[src/core/exec_subset_defines.vh]
// Purpose: constants for the instruction execute subset
// Assumes: 8-bit data, 11-bit program counter, 8-bit data address
// Notes: opcode values are local encodings of this block
`ifndef EXEC_SUBSET_DEFINES_VH
`define EXEC_SUBSET_DEFINES_VH
`define OP_NOP      5'h00
`define OP_INC      5'h01
`define OP_INCA     5'h02
`define OP_JMP      5'h03
`define OP_MOV_AM   5'h04
`define OP_MOV_AX   5'h05
`define OP_MOV_MA   5'h06
`define OP_OR_AM    5'h07
`define OP_OR_AX    5'h08
`define OP_ORM      5'h09
`define OP_RET      5'h0A
`define OP_RET_AX   5'h0B
`define OP_IRET     5'h0C
`define OP_RL       5'h0D
`define OP_RLA      5'h0E
`define OP_RLC      5'h0F
`define OP_RLCA     5'h10
`define OP_RR       5'h11
`define OP_RRA      5'h12
`define OP_RRC      5'h13
`define OP_RRCA     5'h14
`define OP_SUBB     5'h15
`define OP_SUBBM    5'h16
`define OP_DSKIP    5'h17
`define OP_DSKIPA   5'h18
`define OP_SET      5'h19
`define OP_SETBIT   5'h1A
`define OP_ISKIP    5'h1B
`define OP_ISKIPA   5'h1C
`define OP_WIDTH    5
`define PC_WIDTH    11
`define WREG_RESET  8'h00
`define PC_RESET    11'h000
`define IRQ_VECTOR  11'h004
`endif

[src/core/exec_alu.v]
// Purpose: combinational result and flag datapath
// Assumes: operands are stable during the execute cycle
// Notes: flags out are the next values; unaffected flags pass through
`timescale 1ns/1ps
`default_nettype none
`include "exec_subset_defines.vh"
module exec_alu (
  input  wire [4:0] op,
  input  wire [7:0] wreg,
  input  wire [7:0] mem,
  input  wire [7:0] imm,
  input  wire [2:0] bit_sel,
  input  wire       c_in,
  input  wire       z_in,
  input  wire       ac_in,
  input  wire       ov_in,
  output reg  [7:0] result,
  output reg        c_out,
  output reg        z_out,
  output reg        ac_out,
  output reg        ov_out
);
  reg [8:0] diff;
  reg [4:0] ldiff;
  always @* begin
    diff   = {1'b0, wreg} - {1'b0, mem} - {8'h00, ~c_in};
    ldiff  = {1'b0, wreg[3:0]} - {1'b0, mem[3:0]} - {4'h0, ~c_in};
    result = 8'h00;
    c_out  = c_in;
    z_out  = z_in;
    ac_out = ac_in;
    ov_out = ov_in;
    case (op)
      `OP_INC, `OP_INCA: begin
        result = mem + 8'h01;
        z_out  = (result == 8'h00);
      end
      `OP_MOV_AM:  result = mem;
      `OP_MOV_AX:  result = imm;
      `OP_MOV_MA:  result = wreg;
      `OP_OR_AM, `OP_ORM: begin
        result = wreg | mem;
        z_out  = (result == 8'h00);
      end
      `OP_OR_AX: begin
        result = wreg | imm;
        z_out  = (result == 8'h00);
      end
      `OP_RET_AX:  result = imm;
      `OP_RL, `OP_RLA: result = {mem[6:0], mem[7]};
      `OP_RLC, `OP_RLCA: begin
        result = {mem[6:0], c_in};
        c_out  = mem[7];
      end
      `OP_RR, `OP_RRA: result = {mem[0], mem[7:1]};
      `OP_RRC, `OP_RRCA: begin
        result = {c_in, mem[7:1]};
        c_out  = mem[0];
      end
      `OP_SUBB, `OP_SUBBM: begin
        result = diff[7:0];
        c_out  = ~diff[8];
        ac_out = ~ldiff[4];
        ov_out = (wreg[7] ^ mem[7]) & (wreg[7] ^ diff[7]);
        z_out  = (diff[7:0] == 8'h00);
      end
      `OP_DSKIP, `OP_DSKIPA: result = mem - 8'h01;
      `OP_ISKIP, `OP_ISKIPA: result = mem + 8'h01;
      `OP_SET:    result = 8'hFF;
      `OP_SETBIT: result = mem | (8'h01 << bit_sel);
      default:    result = 8'h00;
    endcase
  end
endmodule
`default_nettype wire

[src/core/exec_subset.v]
// Purpose: execute stage for a subset of an 8-bit instruction set
// Assumes: memory read data valid in the cycle instr_valid is high
// Notes: one machine cycle per instruction, a dummy cycle follows
//        jumps, returns and taken skips
//        flag writes are masked per instruction
`timescale 1ns/1ps
`default_nettype none
`include "exec_subset_defines.vh"
module exec_subset (
  input  wire        clk,
  input  wire        rst_n,
  input  wire        instr_valid,
  input  wire [4:0]  opcode,
  input  wire [7:0]  mem_addr,
  input  wire [7:0]  imm_data,
  input  wire [2:0]  bit_sel,
  input  wire [10:0] jump_addr,
  input  wire [7:0]  mem_rdata,
  input  wire [10:0] stack_top,
  input  wire        irq_pending,
  output reg         busy,
  output reg  [10:0] pc,
  output reg         stack_pop,
  output reg         mem_we,
  output reg  [7:0]  mem_waddr,
  output reg  [7:0]  mem_wdata,
  output reg  [7:0]  working_register,
  output reg         carry_flag,
  output reg         zero_flag,
  output reg         nibble_carry_flag,
  output reg         signed_range_flag,
  output reg         global_irq_enable,
  output reg         irq_taken
);
  // Dummy cycle follows jumps, returns and taken skips
  localparam ST_EXEC  = 1'b0;
  localparam ST_DUMMY = 1'b1;

  reg       state_q;
  reg       state_d;
  reg [7:0] alu_result;
  reg       c_n;
  reg       z_n;
  reg       ac_n;
  reg       ov_n;
  wire [7:0] res_w;
  wire       c_w;
  wire       z_w;
  wire       ac_w;
  wire       ov_w;
  // Next values of the output registers
  reg [10:0] pc_seq;
  reg [10:0] pc_d;
  reg        stack_pop_d;
  reg        mem_we_d;
  reg [7:0]  mem_waddr_d;
  reg [7:0]  mem_wdata_d;
  reg [7:0]  wreg_d;
  reg        carry_d;
  reg        zero_d;
  reg        nibble_d;
  reg        range_d;
  reg        irq_en_d;
  reg        irq_taken_d;
  reg [3:0]  flag_wr;

  // Datapath results, named for the register logic
  always @* begin
    alu_result = res_w;
    c_n  = c_w;
    z_n  = z_w;
    ac_n = ac_w;
    ov_n = ov_w;
  end

  // Result and flag datapath
  exec_alu u_alu (
    .op      (opcode),
    .wreg    (working_register),
    .mem     (mem_rdata),
    .imm     (imm_data),
    .bit_sel (bit_sel),
    .c_in    (carry_flag),
    .z_in    (zero_flag),
    .ac_in   (nibble_carry_flag),
    .ov_in   (signed_range_flag),
    .result  (res_w),
    .c_out   (c_w),
    .z_out   (z_w),
    .ac_out  (ac_w),
    .ov_out  (ov_w)
  );

  // Result destined for the working register
  function to_wreg;
    input [4:0] op;
    begin
      case (op)
        `OP_INCA:   to_wreg = 1'b1;
        `OP_MOV_AM: to_wreg = 1'b1;
        `OP_MOV_AX: to_wreg = 1'b1;
        `OP_OR_AM:  to_wreg = 1'b1;
        `OP_OR_AX:  to_wreg = 1'b1;
        `OP_RET_AX: to_wreg = 1'b1;
        `OP_RLA:    to_wreg = 1'b1;
        `OP_RLCA:   to_wreg = 1'b1;
        `OP_RRA:    to_wreg = 1'b1;
        `OP_RRCA:   to_wreg = 1'b1;
        `OP_SUBB:   to_wreg = 1'b1;
        `OP_DSKIPA: to_wreg = 1'b1;
        `OP_ISKIPA: to_wreg = 1'b1;
        default:    to_wreg = 1'b0;
      endcase
    end
  endfunction

  // Result destined for data memory
  function to_mem;
    input [4:0] op;
    begin
      case (op)
        `OP_INC:    to_mem = 1'b1;
        `OP_MOV_MA: to_mem = 1'b1;
        `OP_ORM:    to_mem = 1'b1;
        `OP_RL:     to_mem = 1'b1;
        `OP_RLC:    to_mem = 1'b1;
        `OP_RR:     to_mem = 1'b1;
        `OP_RRC:    to_mem = 1'b1;
        `OP_SUBBM:  to_mem = 1'b1;
        `OP_DSKIP:  to_mem = 1'b1;
        `OP_SET:    to_mem = 1'b1;
        `OP_SETBIT: to_mem = 1'b1;
        `OP_ISKIP:  to_mem = 1'b1;
        default:    to_mem = 1'b0;
      endcase
    end
  endfunction

  // Flags that an instruction may change: carry, zero, nibble, range
  function [3:0] flag_mask;
    input [4:0] op;
    begin
      case (op)
        `OP_INC, `OP_INCA:    flag_mask = 4'h4;
        `OP_OR_AM, `OP_OR_AX: flag_mask = 4'h4;
        `OP_ORM:              flag_mask = 4'h4;
        `OP_RLC, `OP_RLCA:    flag_mask = 4'h8;
        `OP_RRC, `OP_RRCA:    flag_mask = 4'h8;
        `OP_SUBB, `OP_SUBBM:  flag_mask = 4'hF;
        default:              flag_mask = 4'h0;
      endcase
    end
  endfunction

  // Zero-test skip instructions
  function is_skip;
    input [4:0] op;
    begin
      case (op)
        `OP_DSKIP:  is_skip = 1'b1;
        `OP_DSKIPA: is_skip = 1'b1;
        `OP_ISKIP:  is_skip = 1'b1;
        `OP_ISKIPA: is_skip = 1'b1;
        default: is_skip = 1'b0;
      endcase
    end
  endfunction

  // Instructions that pop the return stack
  function is_return;
    input [4:0] op;
    begin
      case (op)
        `OP_RET:    is_return = 1'b1;
        `OP_RET_AX: is_return = 1'b1;
        `OP_IRET:   is_return = 1'b1;
        default: is_return = 1'b0;
      endcase
    end
  endfunction

  // Requests during the dummy cycle are ignored
  wire exec_now   = instr_valid && (state_q == ST_EXEC);
  wire skip_taken = is_skip(opcode) && (alu_result == 8'h00);
  wire pc_change  = (opcode == `OP_JMP) || is_return(opcode);
  wire long_op    = skip_taken || pc_change;

  // Long instructions spend one extra cycle in the dummy state
  always @* begin
    state_d = state_q;
    case (state_q)
      ST_EXEC: begin
        if (exec_now && long_op) begin
          state_d = ST_DUMMY;
        end else begin
          state_d = ST_EXEC;
        end
      end
      ST_DUMMY: state_d = ST_EXEC;
      default:  state_d = ST_EXEC;
    endcase
  end

  // Sequential successor: two steps when a skip is taken
  always @* begin
    if (skip_taken) begin
      pc_seq = pc + 11'h002;
    end else begin
      pc_seq = pc + 11'h001;
    end
  end

  // Flags and data move only on an accepted instruction
  always @* begin
    flag_wr     = 4'h0;
    carry_d     = carry_flag;
    zero_d      = zero_flag;
    nibble_d    = nibble_carry_flag;
    range_d     = signed_range_flag;
    wreg_d      = working_register;
    mem_we_d    = 1'b0;
    mem_waddr_d = mem_waddr;
    mem_wdata_d = mem_wdata;
    if (exec_now) begin
      flag_wr = flag_mask(opcode);
      // Unlisted flags hold even if the datapath disturbs them
      if (flag_wr[3]) begin
        carry_d = c_n;
      end
      if (flag_wr[2]) begin
        zero_d = z_n;
      end
      if (flag_wr[1]) begin
        nibble_d = ac_n;
      end
      if (flag_wr[0]) begin
        range_d = ov_n;
      end
      if (to_wreg(opcode)) begin
        wreg_d = alu_result;
      end
      if (to_mem(opcode)) begin
        mem_we_d    = 1'b1;
        mem_waddr_d = mem_addr;
        mem_wdata_d = alu_result;
      end
    end
  end

  // Program flow: counter, stack pop, interrupt enable and diversion
  always @* begin
    pc_d        = pc;
    stack_pop_d = 1'b0;
    irq_en_d    = global_irq_enable;
    irq_taken_d = 1'b0;
    if (exec_now) begin
      case (opcode)
        `OP_JMP: begin
          pc_d = jump_addr;
        end
        `OP_RET, `OP_RET_AX: begin
          pc_d        = stack_top;
          stack_pop_d = 1'b1;
        end
        `OP_IRET: begin
          stack_pop_d = 1'b1;
          irq_en_d    = 1'b1;
          // A pending request is served in place of the popped address
          if (irq_pending) begin
            pc_d        = `IRQ_VECTOR;
            irq_taken_d = 1'b1;
          end else begin
            pc_d = stack_top;
          end
        end
        default: begin
          pc_d = pc_seq;
        end
      endcase
    end
  end

  // Output registers
  always @(posedge clk or negedge rst_n) begin
    if (!rst_n) begin
      state_q           <= ST_EXEC;
      busy              <= 1'b0;
      pc                <= `PC_RESET;
      stack_pop         <= 1'b0;
      mem_we            <= 1'b0;
      mem_waddr         <= 8'h00;
      mem_wdata         <= 8'h00;
      working_register  <= `WREG_RESET;
      carry_flag        <= 1'b0;
      zero_flag         <= 1'b0;
      nibble_carry_flag <= 1'b0;
      signed_range_flag <= 1'b0;
      global_irq_enable <= 1'b0;
      irq_taken         <= 1'b0;
    end else begin
      state_q           <= state_d;
      busy              <= (state_d == ST_DUMMY);
      pc                <= pc_d;
      stack_pop         <= stack_pop_d;
      mem_we            <= mem_we_d;
      mem_waddr         <= mem_waddr_d;
      mem_wdata         <= mem_wdata_d;
      working_register  <= wreg_d;
      carry_flag        <= carry_d;
      zero_flag         <= zero_d;
      nibble_carry_flag <= nibble_d;
      signed_range_flag <= range_d;
      global_irq_enable <= irq_en_d;
      irq_taken         <= irq_taken_d;
    end
  end
endmodule
`default_nettype wire

[config.mk]
export PLATFORM = sky130hd
export DESIGN_NAME = exec_subset
export DESIGN_NICKNAME = d
export VERILOG_FILES = /design/src/core/exec_alu.v /design/src/core/exec_subset.v
export VERILOG_INCLUDE_DIRS = /design/src /design/src/core
export SDC_FILE = /design/constraint.sdc
export NUM_CORES = 1
export LEC_CHECK = 0
export BUFFER_PORTS_ARGS = -buffer_cell sky130_fd_sc_hd__buf_4
export CORE_MARGIN = 1
export CORE_UTILIZATION = 55
export CTS_BUF_LIST = sky130_fd_sc_hd__clkbuf_4 sky130_fd_sc_hd__clkbuf_8 sky130_fd_sc_hd__clkbuf_16
export DETAILED_ROUTE_END_ITERATION = 7
export GPL_TIMING_DRIVEN = 1
export PLACE_DENSITY_LB_ADDON = 0.3
export REMOVE_ABC_BUFFERS = 1
export SLEW_MARGIN = 20
export SYNTH_ARGS = -nofsm -noshare
export SYNTH_HDL_FRONTEND = slang
export SYNTH_SLANG_ARGS = --single-unit
[constraint.sdc]
create_clock -name clk -period 4.1 [get_ports clk]
set_clock_uncertainty 0.05 [all_clocks]
set_input_delay 0.205 -clock clk [delete_from_list [all_inputs] [get_ports clk]]
set_output_delay 0.205 -clock clk [all_outputs]
set_load 0.1 [all_outputs]
==> results of run 1 <==
-- logic make-up after synthesis --
group,Yosys count,synth area share
AO/OA/AOI/OAI,163,0.271
XOR/XNOR,17,0.0342
adder cells (fa/ha/maj),32,0.0955
buffers and inverters,68,0.0719
flip-flops,44,0.253
multiplexers,21,0.0535
AND/OR/NAND/NOR,184,0.221
-- repair_timing --
| item | 4_1_cts | 5_1_grt |
|---|---|---|
| setup buffers | 0 | 0 |
| hold buffers | 1 | 0 |
| endpoints found under the hold margin | 44 | 0 |
-- cells in the mapped netlist, types with 4 or more instances --
master      n  area [um2]
o31ai_1     7        52.6
nand2_1    34         128
nor2b_1     9        56.3
or3_1       5        31.3
and3_1      7        43.8
a21oi_1    35         175
a221o_1     7        70.1
o22ai_1     5        31.3
buf_6       4        45.0
nand3_1    19        95.1
a221oi_1   11        96.3
mux2i_1     6        60.1
nand2b_1    9        56.3
a2111oi_0   4        35.0
xor2_1      5        43.8
nand4_1     6        37.5
o21ai_0    23         115
a22o_1      5        43.8
a211oi_1    6        45.0
buf_2       7        35.0
o2111ai_1   4        35.0
clkbuf_1   15        56.3
a31oi_1     4        25.0
dfrtp_1    44        1100
xnor2_1    12         105
and2_1      7        43.8
buf_4       5        37.5
o211ai_1    5        37.5
inv_1      34         128
nor4_1      9        56.3
mux2_2     14         158
a22oi_1     4        30.0
ha_1       30         375
nor2_1     52         195
nor3_1      7        35.0
-- stage by stage --
stage	setup WS (ns)	area (um2)	hold WS [ns]
2_1_floorplan	-0.264	4170	-0.141
5_1_grt	0.0201	5230	0.0739
3_3_place_gp	0.408	5110	0.185
3_5_place_dp	0.283	5110	0.188
4_1_cts	0.246	5230	0.0755
6_report	0.223	5230	0.0757
-- final cells by class --
type / count / area, um2 / share of cell area
sequential: 44 / 1100 / 0.210
timing repair buffer: 109 / 821 / 0.157
clock inverter: 3 / 46.3 / 0.00885
clock buffer: 5 / 68.8 / 0.0131
tap: 102 / 128 / 0.0244
inverter: 35 / 131 / 0.0251
multi-input combinational: 417 / 2940 / 0.561
-- layer usage --
metal / vias up / global-route usage
li1: 2149 / -
met1: 2239 / 0.485
met2: 303 / 0.610
met3: 54 / 0.0771
met4: 0 / 0.163
met5: - / 0
-- registers in the layout, summed over array words and instances (netlist names) --
| register | count |
|---|---|
| pc | 11 |
| mem_waddr | 8 |
| mem_wdata | 8 |
| working_register | 8 |
| carry_flag | 1 |
| global_irq_enable | 1 |
| irq_taken | 1 |
| mem_we | 1 |
| nibble_carry_flag | 1 |
| signed_range_flag | 1 |
| stack_pop | 1 |
| state_q | 1 |
| zero_flag | 1 |
-- cell usage in the layout, fill, tap and decap left out, types with 11 or more instances in the layout --
cell and count:
o21ai_0 23, a21oi_1 35, dfrtp_1 44, inv_1 34
a221oi_1 11, mux2_2 14, nand3_1 19, nand2_1 34
buf_4 108, xnor2_1 12, nor2_1 52, ha_1 30
-- where the power goes --
group | internal [W] | leakage (nW) | total [W] | switching [W]
clock network | 0.000184 | 0.0548 | 0.000354 | 0.000170
registers | 0.000554 | 0.523 | 0.000702 | 0.000148
logic | 0.000549 | 1.75 | 0.00203 | 0.00149
-- path summary, 6_finish.rpt --
path,startpoint,end,slack [ns],cells after the start
worst max register to register,working_register[0],pc[10],0.22,15
max in group asynchronous,rst_n,nibble_carry_flag,3.23,2
worst min-delay path,mem_addr[5],mem_waddr[5],0.08,2
worst max-delay path,working_register[0],pc[10],0.22,15
worst min register to register,global_irq_enable,global_irq_enable,0.42,1
min in group asynchronous,rst_n,pc[6],0.38,2
-- worst max-delay path, stage by stage, from the launching register on --
cell and delay [ns]:
dfrtp_1 0.45, inv_1 0.10, fa_1 0.55, inv_1 0.05, ha_1 0.18, o21ai_0 0.28, a311oi_1 0.19, xnor2_1 0.23
nor2_1 0.06, or4_1 0.56, nor2_1 0.12, and3_1 0.16, buf_4 0.22, mux2i_1 0.12, a221o_1 0.33, a21boi_1 0.16
==> impl_metrics.tcl, run 1 <==
set metrics [dict create \
    setup_tns_ns 0 \
    cts_sinks 44 \
    yosysSeqAreaShare 0.253 \
    synthArstFlopShare 1.00 \
    fillers 644 \
    globalRouteTotalUtil 0.376 \
    avgSynthCellArea_um2 8.23 \
    drv_slew 0 \
    crit_required_ns 4.29 \
    synth_area_mm2 0.00435 \
    grt_setup_unrepaired "no" \
    root_buffer "clkbuf_8" \
    ios 102 \
    setup_viol 0 \
    wl_um 15300 \
    rows 32 \
    post-route-period-util 0.946 \
    relSlewSlack 0.355 \
    status "finished clean" \
    grt_max_degree 45 \
    drc 0 \
    cts_buffer_depth 2 \
    fin_crit_ns 3.88 \
    power_density_mw_per_mm2 591 \
    synth_edf_count 0 \
    nNetsFinal 702 \
    ir_worst_vdd_mv 0.613 \
    dieWidth_um 91.0 \
    dp.cells 706 \
    synth.distinct_cells 78 \
    arrival_ns 4.06 \
    clkLatencyLatePin_ns 0.31 \
    yosys_warnings 0 \
    syn_inst 529 \
    cts_tree "done" \
    grt-ovfl-total 0 \
    grt_pass1_vias 4576 \
    vias 4745 \
    tightest_slew_ns 0.968 \
    dp_hpwl_um 11600 \
    grt_pass1_wl_um 24200 \
    routed-wl-met3_um 1430 \
    routedWlPerCell_um 21.4 \
    die_h_um 91.0 \
    synth-seq-cells 44 \
    drive_gt1_frac 0.243 \
    place.gp.congestion 1.12 \
    top_layer "met4" \
    drv_cap 0 \
    worstSetupPathType "flip-flop to flip-flop" \
    drtIter0Drc 467 \
    vias_per_cell 6.64 \
    finish.utilization 0.681 \
    wl_met2_um 7020 \
    start_kind "flip-flop" \
    clk_pin_slew_ns 0.10 \
    dieArea_mm2 0.00827 \
    yosys_most_used_dff "dfrtp_1" \
    antenna_found_initial 0 \
    critPathCaptureType "flip-flop" \
    path_max_fanout 17 \
    cts_buffers 5 \
    num_antenna_cells 0 \
    timing.final.hold_violations 0 \
    min_path_type "input pin to flip-flop" \
    power_leakage_nw 2.33 \
    cts.repair.resized 0 \
    m1WireLength_um 6140 \
    htreeDepth 2 \
    start_util 0.566 \
    max_freq_ghz 0.258 \
    areaGrowthSynthToFinish_pct 20.3 \
    numPortBuffers 101 \
    ant_nets 0 \
    first_pass_iters 6 \
    core_area_mm2 0.00769 \
    total_power_w 0.00309 \
    final_cells 715 \
]
No activity file was read; power rests on OpenSTA's default activity.
==> run 2, diff against run 1 <==
Settings changed: CORE_ASPECT_RATIO set to 0.8.
==> impl_metrics.tcl, run 2 (synthesis gave the netlist of run 1 again) <==
set metrics [dict create \
    relSlewSlack 0.336 \
    worst_slack_ns 0.0837 \
    fillers 592 \
    routedWlPerCell_um 21.9 \
    place.gp.congestion 1.04 \
    dp.cells 720 \
    slowest_stage "fa_1" \
    cts_buffers 5 \
    ir_worst_vdd_mv 0.667 \
    worstHoldStart "mem_addr[1]" \
    antenna_found_initial 0 \
    power_density_mw_per_mm2 591 \
    place_ws_ns -0.165 \
    arrival_ns 4.13 \
    tightest_slew_ns 0.996 \
    cts_sinks 44 \
    worstSetupPathType "flip-flop to flip-flop" \
    cts_buffer_depth 2 \
    drive_gt1_frac 0.262 \
    crit_family "simple AND/OR/NAND/NOR gates" \
    total_power_w 0.00317 \
    regMostFlops "pc" \
    ant_nets 0 \
    crit_start "working_register[0]" \
    crit_required_ns 4.21 \
    dp_hpwl_um 12400 \
    start_util 0.578 \
    final_cells 731 \
    areaGrowthSynthToFinish_pct 23.1 \
    start_kind "flip-flop" \
    status "finished clean" \
    crit_top_cell "inv_1" \
    layout_commonest_cell "buf_4" \
    drtIter0Drc 631 \
    htreeDepth 2 \
    path_max_fanout 12 \
    wl_um 16000 \
    rows 28 \
    crit_chain "inv_1, fa_1, inv_1, ha_1, xor2_1, a221o_1, nor4_4, nand4_1, nor4_2, and3_4, o211ai_1, o21ai_0, a21oi_1" \
    dieWidth_um 101 \
    nNetsFinal 715 \
    first_pass_iters 5 \
    die_h_um 81.6 \
    mostFrequentLayoutCells "buf_4, nor2_1, dfrtp_1, a21oi_1" \
    root_buffer "clkbuf_8" \
    timing.final.hold_violations 0 \
    fin_crit_ns 4.02 \
    post-route-period-util 0.980 \
    drv_cap 0 \
    numPortBuffers 101 \
    place_area_mm2 0.00519 \
    min_path_type "input pin to flip-flop" \
    power_leakage_nw 2.39 \
    num_antenna_cells 0 \
    cp_num_buf_inv 2 \
    max_freq_ghz 0.249 \
    grt_pass1_wl_um 24300 \
    largest_reg_flops 11 \
    drv_slew 0 \
    grt_max_degree 45 \
    fin_area_mm2 0.00536 \
    drc 0 \
    worstReg2RegStart "working_register[0]" \
    cts_tree "done" \
    critPathCaptureType "flip-flop" \
    grt-ovfl-total 0 \
    ios 102 \
    globalRouteTotalUtil 0.394 \
    grt_pass1_vias 4514 \
    setup_viol 0 \
    vias 4888 \
    vias_per_cell 6.69 \
    clk_pin_slew_ns 0.09 \
    dieArea_mm2 0.00827 \
    clkLatencyLatePin_ns 0.31 \
    core_area_mm2 0.00753 \
    critical_path.max_stage_delay_ns 0.58 \
]
-- run 2: what timing repair did --
action                                 4_1_cts  5_1_grt
setup endpoints to repair                   10        5
buffers inserted                             0        2
endpoints found under the hold margin       44        0
hold buffers                                 1        0
gates resized for setup                      3        1
pin swaps                                    0        1
-- run 2: final cells by class --
class / instances / area (um2) / area share
inverters: 35 / 131 / 0.0245
clock inverters: 3 / 46.3 / 0.00864
well taps: 105 / 131 / 0.0245
clock buffers: 5 / 68.8 / 0.0129
repair buffers: 122 / 918 / 0.171
flip-flops and latches: 44 / 1100 / 0.206
multi-input cells: 417 / 2960 / 0.552
-- run 2: through the flow --
step	setup TNS [ns]	hold slack, ns	util
floorplan	-1.91	-0.141	-
finish	0	0.0737	0.711
global placement	-0.0267	0.179	0.690
detailed placement	-0.653	0.178	0.690
CTS	0	0.0746	0.708
global route	-0.0235	0.0757	0.711
-- run 2: power by group --
part | leakage [nW] | switching, W | total (W) | internal (W)
logic | 1.81 | 0.00154 | 0.00211 | 0.000570
registers | 0.523 | 0.000145 | 0.000700 | 0.000554
clock network | 0.0548 | 0.000169 | 0.000353 | 0.000184
-- run 2: final timing paths --
check | end | slack [ns] | cells past startpoint
max in group asynchronous | mem_wdata[6] | 3.25 | 2
min in group asynchronous | pc[7] | 0.37 | 2
setup reg to reg | pc[7] | 0.08 | 13
setup / recovery | pc[7] | 0.08 | 13
hold / removal | mem_waddr[1] | 0.07 | 2
hold reg to reg | global_irq_enable | 0.43 | 1
-- run 2: worst register-to-register path, delay by kind of cell, from the launching register on --
family	cells	cell delay, ns
AOI/OAI and AO/OA	4	1.02
xor gates and xnor gates	1	0.21
adders and majority gates	2	0.88
buffers and inverters	2	0.17
DFF	1	0.42
and+or+nand+nor	4	1.14
-- run 2: layer usage --
| metal | up-vias | GRT usage | part of all wire |
|---|---|---|---|
| met5 | - | 0 | 0 |
| met4 | 0 | 0.159 | 0.042 |
| met3 | 58 | 0.147 | 0.13 |
| met2 | 364 | 0.593 | 0.43 |
| met1 | 2299 | 0.511 | 0.40 |
| li1 | 2167 | - | - |
==> run 3, diff against run 2 <==
Settings changed: CORE_UTILIZATION 55 to 60.
Clock period 4.1 ns to 4.8 ns, I/O delays scaled along.
==> impl_metrics.tcl, run 3 (synthesis gave the netlist of run 1 again) <==
set metrics [dict create \
    status "finished clean" \
    dieWidth_um 97.2 \
    worst_slack_ns 0.385 \
    routedWlPerCell_um 22.5 \
    timing.final.hold_violations 0 \
    whs_ns 0.108 \
    cts_buffer_depth 2 \
    grt_pass1_vias 4715 \
    drv_slew 0 \
    vias 4954 \
    mostFrequentLayoutCells "buf_4, nor2_1, dfrtp_1, a21oi_1" \
    ant_nets 0 \
    grt_pass1_wl_um 24700 \
    grt-ovfl-total 0 \
    arrival_ns 4.61 \
    relSlewSlack 0.354 \
    place_ws_ns 0.648 \
    layout_commonest_cell "buf_4" \
    regMostFlops "pc" \
    wl_um 15700 \
    fin_crit_ns 4.42 \
    place.gp.congestion 1.10 \
    numPortBuffers 101 \
    start_kind "flip-flop" \
    grt_max_degree 45 \
    vias_per_cell 7.12 \
    finish.utilization 0.746 \
    drc 0 \
    power_density_mw_per_mm2 517 \
    drv_cap 0 \
    path_max_fanout 17 \
    start_util 0.625 \
    setup_viol 0 \
    cts_tree "done" \
    power_leakage_nw 2.31 \
    cts_sinks 44 \
    htreeDepth 2 \
    globalRouteTotalUtil 0.412 \
    nNetsFinal 698 \
    clk_pin_slew_ns 0.09 \
    clkLatencyLatePin_ns 0.31 \
    min_path_type "input pin to flip-flop" \
    areaGrowthSynthToFinish_pct 19.3 \
    dp_hpwl_um 11900 \
    tightest_slew_ns 0.968 \
    largest_reg_flops 11 \
    cts_buffers 5 \
    worstSetupPathType "flip-flop to flip-flop" \
    root_buffer "clkbuf_8" \
    num_antenna_cells 0 \
    ios 102 \
    setup_tns_ns 0 \
    rows 27 \
    ir_worst_vdd_mv 0.600 \
    drive_gt1_frac 0.240 \
    die_h_um 78.2 \
    max_freq_ghz 0.226 \
    crit_required_ns 4.99 \
    critPathCaptureType "flip-flop" \
    first_pass_iters 6 \
    dieArea_mm2 0.00760 \
    fin_area_mm2 0.00519 \
    antenna_found_initial 0 \
    grt_setup_unrepaired "no" \
    drtIter0Drc 617 \
    post-route-period-util 0.920 \
    place_area_mm2 0.00507 \
    core_area_mm2 0.00696 \
]
[run 3: cell count changes in the layout (fill, tap and decap cells not counted)]
| cell | change |
|---|---|
| and3_1 | +1 |
| and3_4 | -1 |
| buf_4 | -17 |
| nor4_1 | +1 |
| nor4_4 | -1 |
| nor4bb_1 | -1 |
| nor4bb_2 | +1 |
[run 3: final cells by class]
| type | instances | area (um2) |
|---|---|---|
| multi-input cells | 417 | 2940 |
| fillers | 502 | 1770 |
| flip-flops and latches | 44 | 1100 |
| repair buffers | 105 | 791 |
| inverters | 35 | 131 |
| well taps | 87 | 109 |
| clock buffers | 5 | 68.8 |
| clock inverters | 3 | 46.3 |
[run 3: where the power goes]
part           internal [W]  switching, W  total, W
clock              0.000157      0.000145  0.000302
sequential         0.000473      0.000146  0.000619
combinational      0.000467       0.00130   0.00176
[run 3: layer usage]
layer / wire [um] / vias up / GRT usage
met3: 2290 / 79 / 0.111
met5: 0 / - / 0
met4: 576 / 0 / 0.146
li1: - / 2130 / -
met1: 6150 / 2278 / 0.564
met2: 6640 / 467 / 0.628
[run 3: worst paths after layout]
kind | endpoint | cells past startpoint | from | slack, ns
min reg2reg | global_irq_enable | 1 | global_irq_enable | 0.43
max reg2reg | pc[9] | 13 | working_register[0] | 0.38
max in group asynchronous | pc[0] | 2 | rst_n | 3.90
min in group asynchronous | global_irq_enable | 2 | rst_n | 0.42
max | pc[9] | 13 | working_register[0] | 0.38
min | irq_taken | 2 | irq_pending | 0.11
[run 3: stage by stage]
step	instances	total power, W
detailed placement	687	0.00234
CTS	696	0.00264
floorplan	496	0.00187
global route	696	0.00278
finish	696	0.00269
global placement	686	0.00229
[run 3: worst max-delay path, cell delays in order, from the launching register on]
cell      delay (ns)
dfrtp_1         0.43
inv_1           0.10
fa_1            0.57
inv_1           0.06
ha_1            0.31
xor2_1          0.20
a221o_1         0.36
nor4_2          0.33
nand4_1         0.17
nor4_1          0.34
and3_1          0.65
o211ai_1        0.34
o31a_1          0.33
a21oi_1         0.11
[run 3: timing repair]
item	in CTS	in global routing
hold endpoints to repair	44	0
setup endpoints to repair	0	0
gates resized for setup	0	0
setup buffers	0	0
hold buffers	1	0
